===== src/rtl/imc_pkg.sv =====
package imc_pkg;
   localparam logic [31:0] MODE_HI_OFS = 32'hffffe01c;
   localparam logic [31:0] MODE_OFS = 32'hffffe020;
   localparam logic [31:0] STAT_OFS = 32'hffffe0f0;
   localparam logic [31:0] MASK_OFS = 32'hffffe0f4;
   localparam int LVL_LSB = 0;
   localparam int LVL_MSB = 2;
   localparam int DMA_BIT = 4;
   localparam int MODE_LSB = 5;
   localparam int MODE_MSB = 6;
   localparam logic [7:0] BYTE_WMASK = 8'h77;
   localparam logic [7:0] BYTE_RST = 8'h00;
   localparam logic [1:0] MODE_RISE = 2'h3;
   localparam int STAT_SRC31 = 0;
   localparam int STAT_SRC32 = 1;
   localparam logic [1:0] STAT_RST = 2'h0;
   localparam logic [1:0] MASK_RST = 2'h0;
   localparam logic [2:0] LVL_OFF = 3'h0;
   typedef enum logic [1:0] {
      DET_LEVEL = 2'h1,
      DET_RISE = 2'h2
   } det_kind_t;
endpackage


===== src/rtl/imc_slice.sv =====
`timescale 1ns/1ns
module imc_slice (
   input wire logic clk_sys,
   input wire logic sys_rst,
   input wire logic [31:0] busAddr,
   input wire logic [31:0] busWrData,
   input wire logic busWrEn,
   input wire logic busRdEn,
   output logic [31:0] busRdData,
   input wire logic compare2Irq,
   input wire logic compare3Irq,
   output logic intReq31,
   output logic [2:0] intLevel31,
   output logic dmaReq31,
   output logic [2:0] dmaChan31,
   output logic intReq32,
   output logic [2:0] intLevel32,
   output logic dmaReq32,
   output logic [2:0] dmaChan32,
   output logic irqOut
);
   function automatic logic [7:0] maskByte(input logic [7:0] d);
      return d & imc_pkg::BYTE_WMASK;
   endfunction

   // {interrupt request, dma request} for one source byte
   function automatic logic [1:0] route(input logic det,
                                         input logic [7:0] b);
      logic sel;
      logic [2:0] lvl;
      sel = b[imc_pkg::DMA_BIT];
      lvl = b[imc_pkg::LVL_MSB:imc_pkg::LVL_LSB];
      return {det & ~sel & (lvl != imc_pkg::LVL_OFF), det & sel};
   endfunction

   logic [7:0] src31Byte_r;
   logic [7:0] src32Byte_r;
   logic [7:0] src33Byte_r;
   logic [1:0] stat_r;
   logic [1:0] stat_nxt;
   logic [1:0] mask_r;
   logic [1:0] mask_nxt;
   logic [31:0] rdData_r;
   logic irq_r;
   logic intReq31_r;
   logic dmaReq31_r;
   logic intReq32_r;
   logic dmaReq32_r;
   logic [2:0] intLevel31_r;
   logic [2:0] dmaChan31_r;
   logic [2:0] intLevel32_r;
   logic [2:0] dmaChan32_r;

   logic det31;
   logic det32;
   logic hitHi;
   logic hitMode;
   logic hitStat;
   logic hitMask;
   logic [31:0] rdSel;
   logic dmaSel31;
   logic dmaSel32;
   logic [2:0] lvl31;
   logic [2:0] lvl32;
   logic [1:0] route31;
   logic [1:0] route32;
   logic [1:0] events;
   logic statClr;

   req_detect u_det31 (
      .clk_sys(clk_sys),
      .sys_rst(sys_rst),
      .mode(src31Byte_r[imc_pkg::MODE_MSB:imc_pkg::MODE_LSB]),
      .src(compare2Irq),
      .det(det31)
   );

   req_detect u_det32 (
      .clk_sys(clk_sys),
      .sys_rst(sys_rst),
      .mode(src32Byte_r[imc_pkg::MODE_MSB:imc_pkg::MODE_LSB]),
      .src(compare3Irq),
      .det(det32)
   );

   assign hitHi = busAddr == imc_pkg::MODE_HI_OFS;
   assign hitMode = busAddr == imc_pkg::MODE_OFS;
   assign hitStat = busAddr == imc_pkg::STAT_OFS;
   assign hitMask = busAddr == imc_pkg::MASK_OFS;

   assign dmaSel31 = src31Byte_r[imc_pkg::DMA_BIT];
   assign dmaSel32 = src32Byte_r[imc_pkg::DMA_BIT];
   assign lvl31 = src31Byte_r[imc_pkg::LVL_MSB:imc_pkg::LVL_LSB];
   assign lvl32 = src32Byte_r[imc_pkg::LVL_MSB:imc_pkg::LVL_LSB];
   assign route31 = route(det31, src31Byte_r);
   assign route32 = route(det32, src32Byte_r);

   // reserved bits held zero by the write mask
   assign rdSel = hitHi ? {src31Byte_r, 24'h000000} :
                  hitMode ? {16'h0000, src33Byte_r, src32Byte_r} :
                  hitStat ? {30'h0, stat_r} :
                  hitMask ? {30'h0, mask_r} : 32'h00000000;

   assign events = {det32, det31};
   assign statClr = busRdEn & hitStat;
   // a new event beats the read clear
   assign stat_nxt = (stat_r & ~{2{statClr}}) | events;
   assign mask_nxt = (busWrEn & hitMask) ? busWrData[1:0] : mask_r;

   always_ff @(posedge clk_sys or posedge sys_rst) begin
      if (sys_rst) begin
         src31Byte_r <= imc_pkg::BYTE_RST;
         src32Byte_r <= imc_pkg::BYTE_RST;
         src33Byte_r <= imc_pkg::BYTE_RST;
      end else if (busWrEn && hitHi) begin
         src31Byte_r <= maskByte(busWrData[31:24]);
      end else if (busWrEn && hitMode) begin
         src32Byte_r <= maskByte(busWrData[7:0]);
         src33Byte_r <= maskByte(busWrData[15:8]);
      end
   end

   always_ff @(posedge clk_sys or posedge sys_rst) begin
      if (sys_rst) begin
         stat_r <= imc_pkg::STAT_RST;
         mask_r <= imc_pkg::MASK_RST;
         irq_r <= 1'b0;
         rdData_r <= 32'h00000000;
      end else begin
         stat_r <= stat_nxt;
         mask_r <= mask_nxt;
         irq_r <= |(stat_nxt & mask_nxt);
         rdData_r <= busRdEn ? rdSel : 32'h00000000;
      end
   end

   always_ff @(posedge clk_sys or posedge sys_rst) begin
      if (sys_rst) begin
         intReq31_r <= 1'b0;
         dmaReq31_r <= 1'b0;
         intReq32_r <= 1'b0;
         dmaReq32_r <= 1'b0;
      end else begin
         intReq31_r <= route31[1];
         dmaReq31_r <= route31[0];
         intReq32_r <= route32[1];
         dmaReq32_r <= route32[0];
      end
   end

   always_ff @(posedge clk_sys or posedge sys_rst) begin
      if (sys_rst) begin
         intLevel31_r <= imc_pkg::LVL_OFF;
         dmaChan31_r <= imc_pkg::LVL_OFF;
         intLevel32_r <= imc_pkg::LVL_OFF;
         dmaChan32_r <= imc_pkg::LVL_OFF;
      end else begin
         intLevel31_r <= dmaSel31 ? imc_pkg::LVL_OFF : lvl31;
         dmaChan31_r <= dmaSel31 ? lvl31 : imc_pkg::LVL_OFF;
         intLevel32_r <= dmaSel32 ? imc_pkg::LVL_OFF : lvl32;
         dmaChan32_r <= dmaSel32 ? lvl32 : imc_pkg::LVL_OFF;
      end
   end

   assign busRdData = rdData_r;
   assign irqOut = irq_r;
   assign intReq31 = intReq31_r;
   assign dmaReq31 = dmaReq31_r;
   assign intReq32 = intReq32_r;
   assign dmaReq32 = dmaReq32_r;
   assign intLevel31 = intLevel31_r;
   assign dmaChan31 = dmaChan31_r;
   assign intLevel32 = intLevel32_r;
   assign dmaChan32 = dmaChan32_r;

   property p_dma31;
      @(posedge clk_sys) disable iff (sys_rst)
         (det31 && dmaSel31) |=> dmaReq31 && !intReq31;
   endproperty
   a_dma31: assert property (p_dma31)
      else $error("source 31 dma trigger missing");

   property p_nodma31;
      @(posedge clk_sys) disable iff (sys_rst)
         !dmaSel31 |=> !dmaReq31;
   endproperty
   a_nodma31: assert property (p_nodma31)
      else $error("source 31 dma trigger while deselected");

   property p_dma32;
      @(posedge clk_sys) disable iff (sys_rst)
         (det32 && dmaSel32) |=> dmaReq32 ##1 (dmaReq32 || !$past(det32));
   endproperty
   a_dma32: assert property (p_dma32)
      else $error("source 32 dma trigger wrong");

   property p_lvl31;
      @(posedge clk_sys) disable iff (sys_rst)
         (det31 && !dmaSel31 && lvl31 != 3'h0)
            |=> intReq31 && intLevel31 == $past(lvl31);
   endproperty
   a_lvl31: assert property (p_lvl31)
      else $error("source 31 level request wrong");

   property p_off31;
      @(posedge clk_sys) disable iff (sys_rst)
         (lvl31 == 3'h0) |=> !intReq31;
   endproperty
   a_off31: assert property (p_off31)
      else $error("source 31 requested while disabled");

   property p_chan;
      @(posedge clk_sys) disable iff (sys_rst)
         dmaSel31 |=> dmaChan31 == $past(lvl31) && intLevel31 == 3'h0;
   endproperty
   a_chan: assert property (p_chan)
      else $error("source 31 channel wrong");

   property p_off32;
      @(posedge clk_sys) disable iff (sys_rst)
         (lvl32 == 3'h0 || dmaSel32) |=> !intReq32;
   endproperty
   a_off32: assert property (p_off32)
      else $error("source 32 requested while disabled");

   property p_rsvd;
      @(posedge clk_sys) disable iff (sys_rst)
         (busRdEn && hitHi) |=> busRdData[27] == 1'b0
            && busRdData[31] == 1'b0 && busRdData[23:0] == 24'h000000;
   endproperty
   a_rsvd: assert property (p_rsvd)
      else $error("reserved bits read nonzero");

   property p_rise;
      @(posedge clk_sys) disable iff (sys_rst)
         (src31Byte_r[imc_pkg::MODE_MSB:imc_pkg::MODE_LSB]
            == imc_pkg::MODE_RISE && $stable(src31Byte_r)
            && compare2Irq && $past(compare2Irq)) |=> !det31;
   endproperty
   a_rise: assert property (p_rise)
      else $error("rising mode detected a held level");

   property p_sticky;
      @(posedge clk_sys) disable iff (sys_rst)
         det31 |=> stat_r[0] ##0 (irqOut == mask_r[0] || stat_r[1]);
   endproperty
   a_sticky: assert property (p_sticky)
      else $error("status bit lost an event");

   c_dma31: cover property (@(posedge clk_sys) disable iff (sys_rst)
      dmaReq31 && dmaChan31 == 3'h7);
   c_int32: cover property (@(posedge clk_sys) disable iff (sys_rst)
      intReq32 && intLevel32 == 3'h7);
   c_irq: cover property (@(posedge clk_sys) disable iff (sys_rst)
      statClr && |events ##1 irqOut);
endmodule


===== src/rtl/req_detect.sv =====
`timescale 1ns/1ns
module req_detect (
   input wire logic clk_sys,
   input wire logic sys_rst,
   input wire logic [1:0] mode,
   input wire logic src,
   output logic det
);
   logic prev_r;
   logic det_r;
   logic det_nxt;
   imc_pkg::det_kind_t kind;

   assign kind = (mode == imc_pkg::MODE_RISE) ? imc_pkg::DET_RISE
                                             : imc_pkg::DET_LEVEL;

   always_comb begin
      unique case (kind)
         imc_pkg::DET_RISE: det_nxt = src & ~prev_r;
         imc_pkg::DET_LEVEL: det_nxt = src;
         default: det_nxt = 1'b0;
      endcase
   end

   always_ff @(posedge clk_sys or posedge sys_rst) begin
      if (sys_rst) begin
         prev_r <= 1'b0;
         det_r <= 1'b0;
      end else begin
         prev_r <= src;
         det_r <= det_nxt;
      end
   end

   assign det = det_r;
endmodule


===== config.mk =====
export PLATFORM = sky130hd
export DESIGN_NAME = imc_slice
export DESIGN_NICKNAME = d
export VERILOG_FILES = /design/src/rtl/imc_pkg.sv /design/src/rtl/imc_slice.sv /design/src/rtl/req_detect.sv
export SDC_FILE = /design/constraint.sdc
export NUM_CORES = 1
export LEC_CHECK = 0
export BUFFER_PORTS_ARGS = -buffer_cell sky130_fd_sc_hd__buf_2
export CELL_PAD_IN_SITES_DETAIL_PLACEMENT = 0
export CELL_PAD_IN_SITES_GLOBAL_PLACEMENT = 2
export CORE_MARGIN = 3
export CORE_UTILIZATION = 28
export DETAILED_ROUTE_END_ITERATION = 7
export PLACE_DENSITY = 0.86
export SLEW_MARGIN = 0
export SYNTH_ARGS = -nofsm -noshare
export SYNTH_HDL_FRONTEND = slang
export SYNTH_SLANG_ARGS = --single-unit

===== constraint.sdc =====
create_clock -name clk_sys -period 1.8 [get_ports clk_sys]
set_input_delay 0.09 -clock clk_sys [delete_from_list [all_inputs] [get_ports clk_sys]]
set_output_delay 0.09 -clock clk_sys [all_outputs]
set_load 0.1 [all_outputs]

Word-level counts from Yosys, hierarchy flattened
Cells that the tools add are included.
{"block": "word_totals", "register_bits": 74, "elab_cells": 68, "in_bits": 70, "output_inout_bits": 49}
{"block": "classes", "n_eq_ne": 10, "reduce_logical": 6, "bitwise_logic": 19, "muxes": 14}
{"operator": "$eq A32 B32 Y1 const B", "count": 4}
{"operator": "$mux W31", "count": 2}
{"operator": "$mux W15", "count": 1}
{"operator": "$mux W3", "count": 4}
{"operator": "$and A1 B1 Y1", "count": 10}
{"operator": "$mux W2", "count": 5}
{"operator": "$eq A2 B2 Y1 const B", "count": 4}
{"operator": "$reduce_bool A3 Y1", "count": 2}
{"operator": "$not A1 Y1", "count": 5}
{"operator": "$and A2 B2 Y2", "count": 2}
{"operator": "$eq A2 B1 Y1 const B", "count": 2}
{"operator": "$pmux W1 S2", "count": 2}
{"operator": "$logic_and A1 B1 Y1", "count": 2}
{"operator": "$not A2 Y2", "count": 1}
{"operator": "$or A2 B2 Y2", "count": 1}
{"operator": "$reduce_and A2 Y1", "count": 1}
{"operator": "$reduce_or A2 Y1", "count": 1}

Logic depth before layout (Yosys ltp)
Gate-level depths: netlist of the first run.
{"block": "logic_depth", "depth_word": 7, "mapped_depth": 6, "mapped_depth_nobuf": 5}

Hierarchy
Synthesis of the first run repeated with hierarchy kept, for this count alone.
{"block": "unflattened", "hier_cells": 182, "hier_area_um2": 2481.1}
{"module": "imc_slice", "seq_area_each_um2": 1426.4, "instances": 1, "cells_per_inst": 172, "area_per_inst_um2": 2353.5}
{"module": "req_detect", "seq_area_each_um2": 50.0, "instances": 2, "cells_per_inst": 5, "area_per_inst_um2": 63.8}

Least setup slack after synthesis of the first run
OpenSTA, ideal clock, no wires.
{"block": "synth_timing", "path_type": "in2reg", "startpoint": "input busAddr[9]", "endpoint": "register src32Byte_r[2]", "path_buffers": 1, "path_slack_ps": -132, "cell_stages": 6, "setup_ps": 125, "t_arrival_ps": 1807, "cell_sequence": "or4_4 nor4_4 nand4_2 or2_4 buf_6 mux2_4"}
{"block": "synth_between", "elab_chain_len": 4, "elab_cells_between_ends": 6, "cone_classes": "2 x eq/ne; 1 x bitwise; 3 x reduce/logical"}
{"item": "start, declared", "line_no": "imc_slice.sv:5", "source": "input wire logic [31:0] busAddr,"}
{"item": "$eq A32 B32 Y1", "line_no": "imc_slice.sv:86", "source": "assign hitHi = busAddr == imc_pkg::MODE_HI_OFS;"}
{"item": "$logic_and A1 B1 Y1", "line_no": "imc_slice.sv:115", "source": "end else if (busWrEn && hitHi) begin"}
{"item": "$not A1 Y1 (no line)"}
{"item": "$reduce_and A2 Y1 (no line) *"}
{"item": "end signal, assigned", "line_no": "imc_slice.sv:113", "source": "src32Byte_r <= imc_pkg::BYTE_RST;"}
{"item": "end signal, assigned", "line_no": "imc_slice.sv:118", "source": "src32Byte_r <= maskByte(busWrData[7:0]);"}
{"item": "end, declared", "line_no": "imc_slice.sv:37", "source": "logic [7:0] src32Byte_r;"}
Every way passes the cells marked *; elsewhere a longest branch is shown, timed or not.
A chain may end at the register's enable or synchronous reset.

Worst setup path in the final report of the first run
{"block": "layout_timing", "startpoint": "input busAddr[9]", "endpoint": "register irq_r (netlist: irqOut)"}
{"block": "layout_between", "elab_cells_between_ends": 10, "cone_classes": "2 x eq/ne; 1 x mux; 6 x bitwise; 1 x reduce/logical"}
{"item": "$eq A32 B32 Y1", "line_no": "imc_slice.sv:89", "source": "assign hitMask = busAddr == imc_pkg::MASK_OFS;"}
{"item": "$and A1 B1 Y1", "line_no": "imc_slice.sv:108", "source": "assign mask_nxt = (busWrEn & hitMask) ? busWrData[1:0] : mask_r;"}
{"item": "$mux W2", "line_no": "imc_slice.sv:108"}
{"item": "named net mask_nxt[0]", "line_no": "imc_slice.sv:42", "source": "logic [1:0] mask_nxt;"}
{"item": "$and A2 B2 Y2", "line_no": "imc_slice.sv:132", "source": "irq_r <= |(stat_nxt & mask_nxt);"}
{"item": "$reduce_or A2 Y1", "line_no": "imc_slice.sv:132"}
{"item": "end signal, assigned", "line_no": "imc_slice.sv:132"}
{"item": "end, declared", "line_no": "imc_slice.sv:44", "source": "logic irq_r;"}
The timed path passes the listed nets, and every way through them passes these cells.

==> results of run 1 <==
==> registers in the layout, indices dropped and copies added (netlist names), 2 cells and up <==
register,cells
dmaChan32,3
src32Byte_r,6
src33Byte_r,6
intLevel31,3
dmaChan31,3
mask_r,2
intLevel32,3
stat_r,2
busRdData,18
src31Byte_r,6
==> final timing paths <==
path                       slack, ps                       to  cells past startpoint                     start
max                              210         irqOut$_DFF_PP0_                      7                busAddr[9]
min                              230      stat_r[0]$_DFF_PP0_                      4                busAddr[2]
max reg2reg                      820         irqOut$_DFF_PP0_                      2       mask_r[0]$_DFF_PP0_
min reg2reg                      430    u_det32.det$_DFF_PP0_                      1  u_det32.prev_r$_DFF_PP0_
max in group asynchronous        830  intLevel32[1]$_DFF_PP0_                      4                   sys_rst
min in group asynchronous        390   dmaChan31[0]$_DFF_PP0_                      3                   sys_rst
==> through the flow <==
stage / utilization / instance area [sq um]
6_report: 0.413 / 3430
5_1_grt: 0.413 / 3430
3_5_place_dp: 0.360 / 2990
2_1_floorplan: - / 2470
3_3_place_gp: 0.360 / 2990
4_1_cts: 0.412 / 3420
==> layout make-up <==
type | count | area share
Multi-Input combinational cell | 106 | 0.231
Sequential cell | 61 | 0.445
Clock inverter | 6 | 0.0256
Tap cell | 105 | 0.0383
Timing Repair Buffer | 119 | 0.215
Inverter | 7 | 0.00767
Clock buffer | 10 | 0.0372
==> cell families after synthesis <==
| family | Yosys count | share of synthesized area |
|---|---|---|
| flops | 61 | 0.630 |
| buf+inv | 24 | 0.0625 |
| compound gates | 7 | 0.0222 |
| simple gates | 63 | 0.166 |
| other cells | 1 | 0.00155 |
| mux | 22 | 0.117 |
==> critical path, delay by kind of cell <==
kind            cells  cell delay, ps
compound gates      1             230
mux                 1             330
simple gates        3             880
buf+inv             2             280
==> where the power goes <==
part	switching [uW]	total, uW	internal [uW]
Sequential	2.94	1380	1380
Clock	518	1300	779
Combinational	191	279	88.1
Total	711	2950	2240
==> layer usage <==
| layer | vias up | global-route usage | part of all wire | routed length (um) |
|---|---|---|---|---|
| li1 | 831 | - | - | - |
| met2 | 49 | 0.194 | 0.52 | 2700 |
| met5 | - | 0 | 0 | 0 |
| met4 | 0 | 0.0284 | 0.0025 | 13 |
| met1 | 828 | 0.127 | 0.41 | 2100 |
| met3 | 2 | 0.0502 | 0.069 | 359 |
==> placed cells by master (no fill, tap or decap), types with 2 or more instances in the layout <==
cell and instances:
buf_2 90, dfrtp_1 61, and2_1 25, dlygate4sd3_1 22, conb_1 14, mux2_4 10, mux2_2 10, nor2_1 9
clkbuf_8 9, nand4_1 8, inv_1 6, buf_4 6, nor2b_1 4, nor3_1 3, nand4b_1 2, nor4_1 2
mux2i_1 2, o22a_1 2, a21o_1 2, a31oi_1 2, nor3b_1 2, clkinv_2 2, clkinv_4 2, bufinv_16 2
==> results.toml, run 1 <==
[cts]
post_cts_buffers = 0
cts_sinks = 61
htree_num_levels = 3
cts_hold_buf = 21
cts_made_buffers = 9
cts_tree = "built"
cts_buffer_depth = 2
cts_resized = 0
clock_latency_ps = 330
clk_pin_slew_worst_paths_ps = 70
cts_root_buf = "clkbuf_8"

[sta]
tns_ps = 0
period_minus_slack_ps = 1590
tightest_slew_ps = 576
clock_skew_ps = 5.99
hold_viol_final = 0
maxSlewHeadroom = 0.615
fin_crit_sh = 0.881
fin_ws_ps = 214
max_freq_mhz = 630
rsz0062_at_grt = "false"
setup_viol_count_final = 0
slew_viol_final = 0
whs_ps = 229

[setup_path]
cpMaxStageDelayCell = "or4_4"
critical_path.max_stage_delay_ps = 530
required_ps = 2020
worstPathArrival_ps = 1800
critPathLaunchType = "input port"
path_class = "in2reg"
endpoint_kind = "register"
cp_max_fo = 3
path_cells = "buf_2 > or4_4 > nor4_4 > buf_4 > nand4_1 > mux2_2 > a22o_1"

[floorplanning]
die_x_um = 99.0
core_area_sq_mm = 0.00830
rows = 33
die_h_um = 99.0
start_util = 0.292
ios = 119
die-area_sq_mm = 0.00980

[yosys]
yosys-top-cells-area = "dfrtp_1 (63%), and2_1 (6.5%), mux2_4 (6.2%), mux2_2 (4.7%), buf_4 (4.3%)"
ys.warnings.count = 0
synth_common_cells = "dfrtp_1 (61), and2_1 (25), buf_4 (14)"
synth_cells = 178
async_reset_ff_frac = 1.00
synth_top_area_frac = 0.630
synth_edf_count = 0
synthFlopType = "dfrtp_1"
synth.largest_area_cell = "dfrtp_1"
avgSynthCellArea_sq_um = 13.6
synthesis.area_sq_mm = 0.00242
ys_seq_area_frac = 0.630
synthDistinctLibCells = 30
synth_most_common_cell = "dfrtp_1"
synth-seq-cells = 61

[grt]
grt_pass1_wl_mm = 8.58
overflow = 0
grt_pass1_vias = 1829
antenna_found_initial = 0
grtUsageTotal = 0.112
grt_max_degree = 35

[worst_hold_path]
hp-class = "in2reg"

[cells_and_area]
multi_input_comb_area_sq_um = 792
design.final.nets = 374
diodes = 0
regArea_sq_mm = 0.00153
num-fill-cells = 809
instances_no_fill = 414
areaGrowthSynthToFinish_pct = 41.6
drive_gt1_frac = 0.443

[route]
drtIter0Drc = 33
num_vias = 1710
vias_per_cell = 4.13
firstDrtPassIters = 4
wl_per_cell_um = 12.5
drt_drc_violations_left = 0
antenna_left = 0
drt-total-wl_mm = 5.17

[placement]
place_ws_ps = -154
place_congestion = 0.762
placed_cells = 376
hpwl_mm = 3.87
place.port_buffers = 90

[run]
drv_cap = 0

[power]
p_per_area_mw_per_mm2 = 862
vdd_drop_max_mv = 0.509
power_uw = 2950
p_leak_uw = 0.00190

[outcome]
status = "finished, final reports clean"
Power figures use the tool's default switching activity.
==> run 2, diff against run 1 <==
Settings changed: PLACE_DENSITY 0.86 to 0.85, SYNTH_HIERARCHICAL set to 1.
==> run 2 against run 1 <==
  * Non-clock buffer count rose by 2
  * Global-route usage barely moved
  * Clock skew increased by 5.8 ps
  * Highest routed layer unchanged
  * Core utilization barely moved
  * Critical endpoint is now src31Byte_r[1]$_DFFE_PP0P_
==> results.toml, run 2 <==
[placement]
place.port_buffers = 90
place_ws_ps = -367
place_congestion = 0.772
placed_cells = 383
hpwl_mm = 4.14

[setup_path]
cp_max_fo = 6
path_class = "in2reg"
endpoint_kind = "register"
critPathLaunchType = "input port"
worstPathArrival_ps = 1930
required_ps = 2010

[floorplanning]
ios = 119
die-area_sq_mm = 0.0100
core_area_sq_mm = 0.00842
die_h_um = 100
rows = 33
die_x_um = 100
start_util = 0.295

[route]
drt-total-wl_mm = 5.40
wl_per_cell_um = 12.9
num_vias = 1771
vias_per_cell = 4.24
drt_drc_violations_left = 0
drtIter0Drc = 71
antenna_left = 0
firstDrtPassIters = 4

[cells_and_area]
multi_input_comb_area_sq_um = 862
final_common_cell = "buf_2"
largest_register_ffs = 18
instances_no_fill = 418
drive_gt1_frac = 0.473
areaGrowthSynthToFinish_pct = 40.2
num-fill-cells = 834
design.final.nets = 379
final_cell_mix = "buf_2 (90), dfrtp_1 (61), dlygate4sd3_1 (20), and2_1 (15), conb_1 (14)"
regArea_sq_mm = 0.00153
diodes = 0

[yosys]
synthesis.area_sq_mm = 0.00248
synth_common_cells = "dfrtp_1 (61), and2_1 (15), buf_4 (14)"
synthFlopType = "dfrtp_1"
synth_cells = 182
ys_seq_area_frac = 0.615
ys.warnings.count = 6
yosys-top-cells-area = "dfrtp_1 (62%), mux2_4 (6.7%), mux2_2 (5.0%), buf_4 (4.2%), and2_1 (3.8%)"
synthDistinctLibCells = 36
synth.largest_area_cell = "dfrtp_1"
synth_edf_count = 0
async_reset_ff_frac = 1.00
synth_top_area_frac = 0.615
synth-seq-cells = 61
synth_most_common_cell = "dfrtp_1"
avgSynthCellArea_sq_um = 13.6

[grt]
antenna_found_initial = 0
busiest_layer = "met2"
grt_use_met3 = 0.0250
grt_pass1_wl_mm = 8.56
grt_max_degree = 29
overflow = 0
grt_util_met2 = 0.179
grt_pass1_vias = 1783
grtUsageTotal = 0.112
met1_usage = 0.139

[cts]
post_cts_buffers = 0
cts_tree = "built"
clock_latency_ps = 330
cts_sinks = 61
htree_num_levels = 3
cts_made_buffers = 9
clk_pin_slew_worst_paths_ps = 60
cts_root_buf = "clkbuf_8"
cts_buffer_depth = 2

[sta]
tns_ps = 0
maxSlewHeadroom = 0.619
clock_skew_ps = 11.8
rsz0062_at_grt = "false"
period_minus_slack_ps = 1720
setup_viol_count_final = 0
fin_ws_ps = 81.8
slew_viol_final = 0
max_freq_mhz = 582
hold_viol_final = 0
whs_ps = 24.4
tightest_slew_ps = 570
fin_crit_sh = 0.955

[worst_hold_path]
hp-class = "in2reg"

[run]
drv_cap = 0

[outcome]
status = "finished, final reports clean"

[power]
power_uw = 2830
vdd_drop_max_mv = 0.262
p_per_area_mw_per_mm2 = 813
p_leak_uw = 0.00195
[run 2: repair_timing]
action,4_1_cts,5_1_grt
gates resized for setup,1,0
hold buffers,20,0
cloned,0,0
hold endpoints to repair,51,0
setup endpoints to repair,6,1
pin swaps,0,1
[run 2: area by class of cell]
type                    count  area share
clock buffers              11      0.0406
clock inverters             4      0.0140
inverters                   6     0.00647
multi-input cells         110       0.248
flip-flops and latches     61       0.439
well taps                 105      0.0378
repair buffers            121       0.214
[run 2: worst max-delay path, stage by stage]
cell     delay (ps)
buf_2            90
or4b_1          520
or4_4           480
nor3b_2         230
nand3_2         200
mux2_2          310
[run 2: worst paths after layout]
kind,startpoint,end,slack (ps),depth (start not counted)
max,busAddr[9],src31Byte_r[1]$_DFFE_PP0P_,80,6
min,busWrData[0],src32Byte_r[0]$_DFFE_PP0P_,20,2
max reg2reg,stat_r[1]$_DFF_PP0_,busRdData[1]$_DFF_PP0_,810,3
min reg2reg,u_det32/prev_r$_DFF_PP0_,u_det32/det$_DFF_PP0_,440,1
max in group asynchronous,sys_rst,dmaReq32$_DFF_PP0_,750,4
min in group asynchronous,sys_rst,u_det32/prev_r$_DFF_PP0_,190,3
[run 2: power by group]
group | internal, uW | switching, uW
clock | 667 | 496
combinational | 89.7 | 196
sequential | 1380 | 2.91
[run 2: logic make-up (layout without fill, tap and decap cells)]
kind of cell	Yosys count	count (layout)	share of synthesized area
mux	22	22	0.116
buf+inv	24	142	0.0610
simple gates	67	67	0.185
compound gates	7	7	0.0207
other cells	1	14	0.00151
flops	61	61	0.615
[run 2: layer usage]
layer,up-vias,routed length (um)
met3,7,415
met4,0,69
met5,-,0
li1,854,-
met2,78,2600
met1,832,2310
[run 2: through the flow]
stage | util | area, sq um
global placement | 0.366 | 3080
finish | 0.413 | 3480
global route | 0.413 | 3480
floorplan | - | 2540
detailed placement | 0.366 | 3080
CTS | 0.413 | 3480
==> run 3, diff against run 2 <==
Settings changed: PLACE_DENSITY 0.85 to unset, PLACE_DENSITY_LB_ADDON set to 0.2.
==> run 3 against run 2 <==
  * Non-clock buffer count stayed put
  * Sequential share of layout area is 0.82 points lower
  * Clock skew is 3.3 ps lower
  * Die area stayed put
  * Critical path depth stayed put
  * Critical path type unchanged
  * Highest routed layer unchanged
==> results.toml, run 3 (synthesis gave the netlist of run 2 again) <==
[cells_and_area]
diodes = 0
final_cell_mix = "buf_2 (90), dfrtp_1 (61), dlygate4sd3_1 (19), and2_1 (15), conb_1 (14)"
final_common_cell = "buf_2"
areaGrowthSynthToFinish_pct = 42.9
largest_register_ffs = 18
design_area_sq_mm = 0.00354
drive_gt1_frac = 0.478
design.final.nets = 379

[route]
wl_met1_mm = 2.23
vias_per_cell = 4.25
route.met2.wl_mm = 2.72
wl_met3_um = 477
firstDrtPassIters = 4
antenna_left = 0
num_vias = 1780
wl_per_cell_um = 13.1
drtIter0Drc = 44
highest_layer = "met4"
drt-total-wl_mm = 5.50
drt_drc_violations_left = 0

[grt]
overflow = 0
antenna_found_initial = 0
grt_pass1_vias = 1876
grtUsageTotal = 0.117
grt_pass1_wl_mm = 9.09
grt_max_degree = 28

[setup_path]
critPathLaunchType = "input port"
path_delay_family = "simple AND/OR/NAND/NOR gates"
cpMaxStageDelayCell = "or4b_1"
path_class = "in2reg"
endpoint_kind = "register"
path_cells = "buf_2 > or4b_1 > or4_4 > nand4b_4 > mux2_4 > a22o_1"
cp_max_fo = 7
required_ps = 2010
r2r_slack_ps = 820
cp_num_buf_inv = 1
critical_path.max_stage_delay_ps = 500
r2r_end = "busRdData[0]$_DFF_PP0_"
worstRegToRegCells = 3
worstPathArrival_ps = 1910
cp.depth = 6
r2r_start = "mask_r[0]$_DFF_PP0_"

[outcome]
status = "finished, final reports clean"

[sta]
clock_skew_ps = 8.47
maxSlewHeadroom = 0.626
rsz0062_at_grt = "false"
slew_viol_final = 0
tightest_slew_ps = 560
fin_crit_sh = 0.944
period_minus_slack_ps = 1700
fin_ws_ps = 101
hold_viol_final = 0
max_freq_mhz = 589
setup_viol_count_final = 0

[power]
power_uw = 3200
p_leak_uw = 0.00198
vdd_drop_max_mv = 0.403
p_per_area_mw_per_mm2 = 903

[floorplanning]
ios = 119
die_h_um = 100
rows = 33
core_area_sq_mm = 0.00842
start_util = 0.295
die_x_um = 100
die-area_sq_mm = 0.0100

[worst_hold_path]
hold_path_depth = 2
whs_endpoint = "src32Byte_r[1]$_DFFE_PP0P_"
min_from = "busWrData[1]"
hp-class = "in2reg"

[run]
drv_cap = 0

[cts]
cts_tree = "built"
htree_num_levels = 3
post_cts_buffers = 0
cts_sinks = 61
cts_buffer_depth = 2
clk_pin_slew_worst_paths_ps = 60
cts_root_buf = "clkbuf_8"
cts_made_buffers = 9
clock_latency_ps = 320

[placement]
place.port_buffers = 90
place_ws_ps = -329
hpwl_mm = 4.20
placedInstanceArea_sq_mm = 0.00309
place_congestion = 0.718
==> run 3: worst reg2reg max path: stages, from the launching register on <==
cell and delay, ps:
dfrtp_1 390, mux2_2 270, a22oi_1 160, nor2_1 50
==> run 3: worst max path at each step <==
stage / from / end / slack (ps)
2_1_floorplan: busAddr[9] / irqOut$_DFF_PP0_ / -140
3_3_place_gp: busAddr[9] / irqOut$_DFF_PP0_ / -320
3_5_place_dp: busAddr[9] / irqOut$_DFF_PP0_ / -330
4_1_cts: busAddr[9] / irqOut$_DFF_PP0_ / 20
5_1_grt: busAddr[9] / src31Byte_r[6]$_DFFE_PP0P_ / 30
6_report: busAddr[9] / irqOut$_DFF_PP0_ / 100
==> run 3: repair_timing <==
item	CTS	global route
endpoints found under the setup margin	0	17
endpoints found under the hold margin	49	0
gates resized for setup	0	1
hold buffers	19	0
==> run 3: where the power goes <==
group / internal (uW) / total (uW) / switching, uW
sequential: 1380 / 1380 / 2.76
combinational: 91.0 / 289 / 198
clock: 1030 / 1530 / 500
total: 2500 / 3200 / 701
==> run 3: final cells by class <==
| type | instances | area [sq um] |
|---|---|---|
| multi-input combinational | 110 | 862 |
| tap | 105 | 131 |
| clock buffer | 13 | 169 |
| sequential | 61 | 1530 |
| clock inverter | 3 | 90.1 |
| timing repair buffer | 121 | 743 |
| inverter | 6 | 22.5 |
| fill | 847 | 4880 |
==> run 3: metrics by stage <==
step | setup TNS (ps) | cells | hold WS [ps] | util
floorplan | -1830 | 195 | -169 | -
global placement | -9010 | 384 | -3.08 | 0.367
detailed placement | -8920 | 384 | -2.82 | 0.367
CTS | 0 | 419 | 13.4 | 0.420
global route | 0 | 419 | 19.7 | 0.421
finish | 0 | 419 | 36.7 | 0.421
==> run 3: routing by layer <==
metal / GRT usage / vias to the layer above
li1: - / 856
met1: 0.140 / 842
met2: 0.194 / 77
met3: 0.0306 / 5
met4: 0.0622 / 0
met5: 0 / -
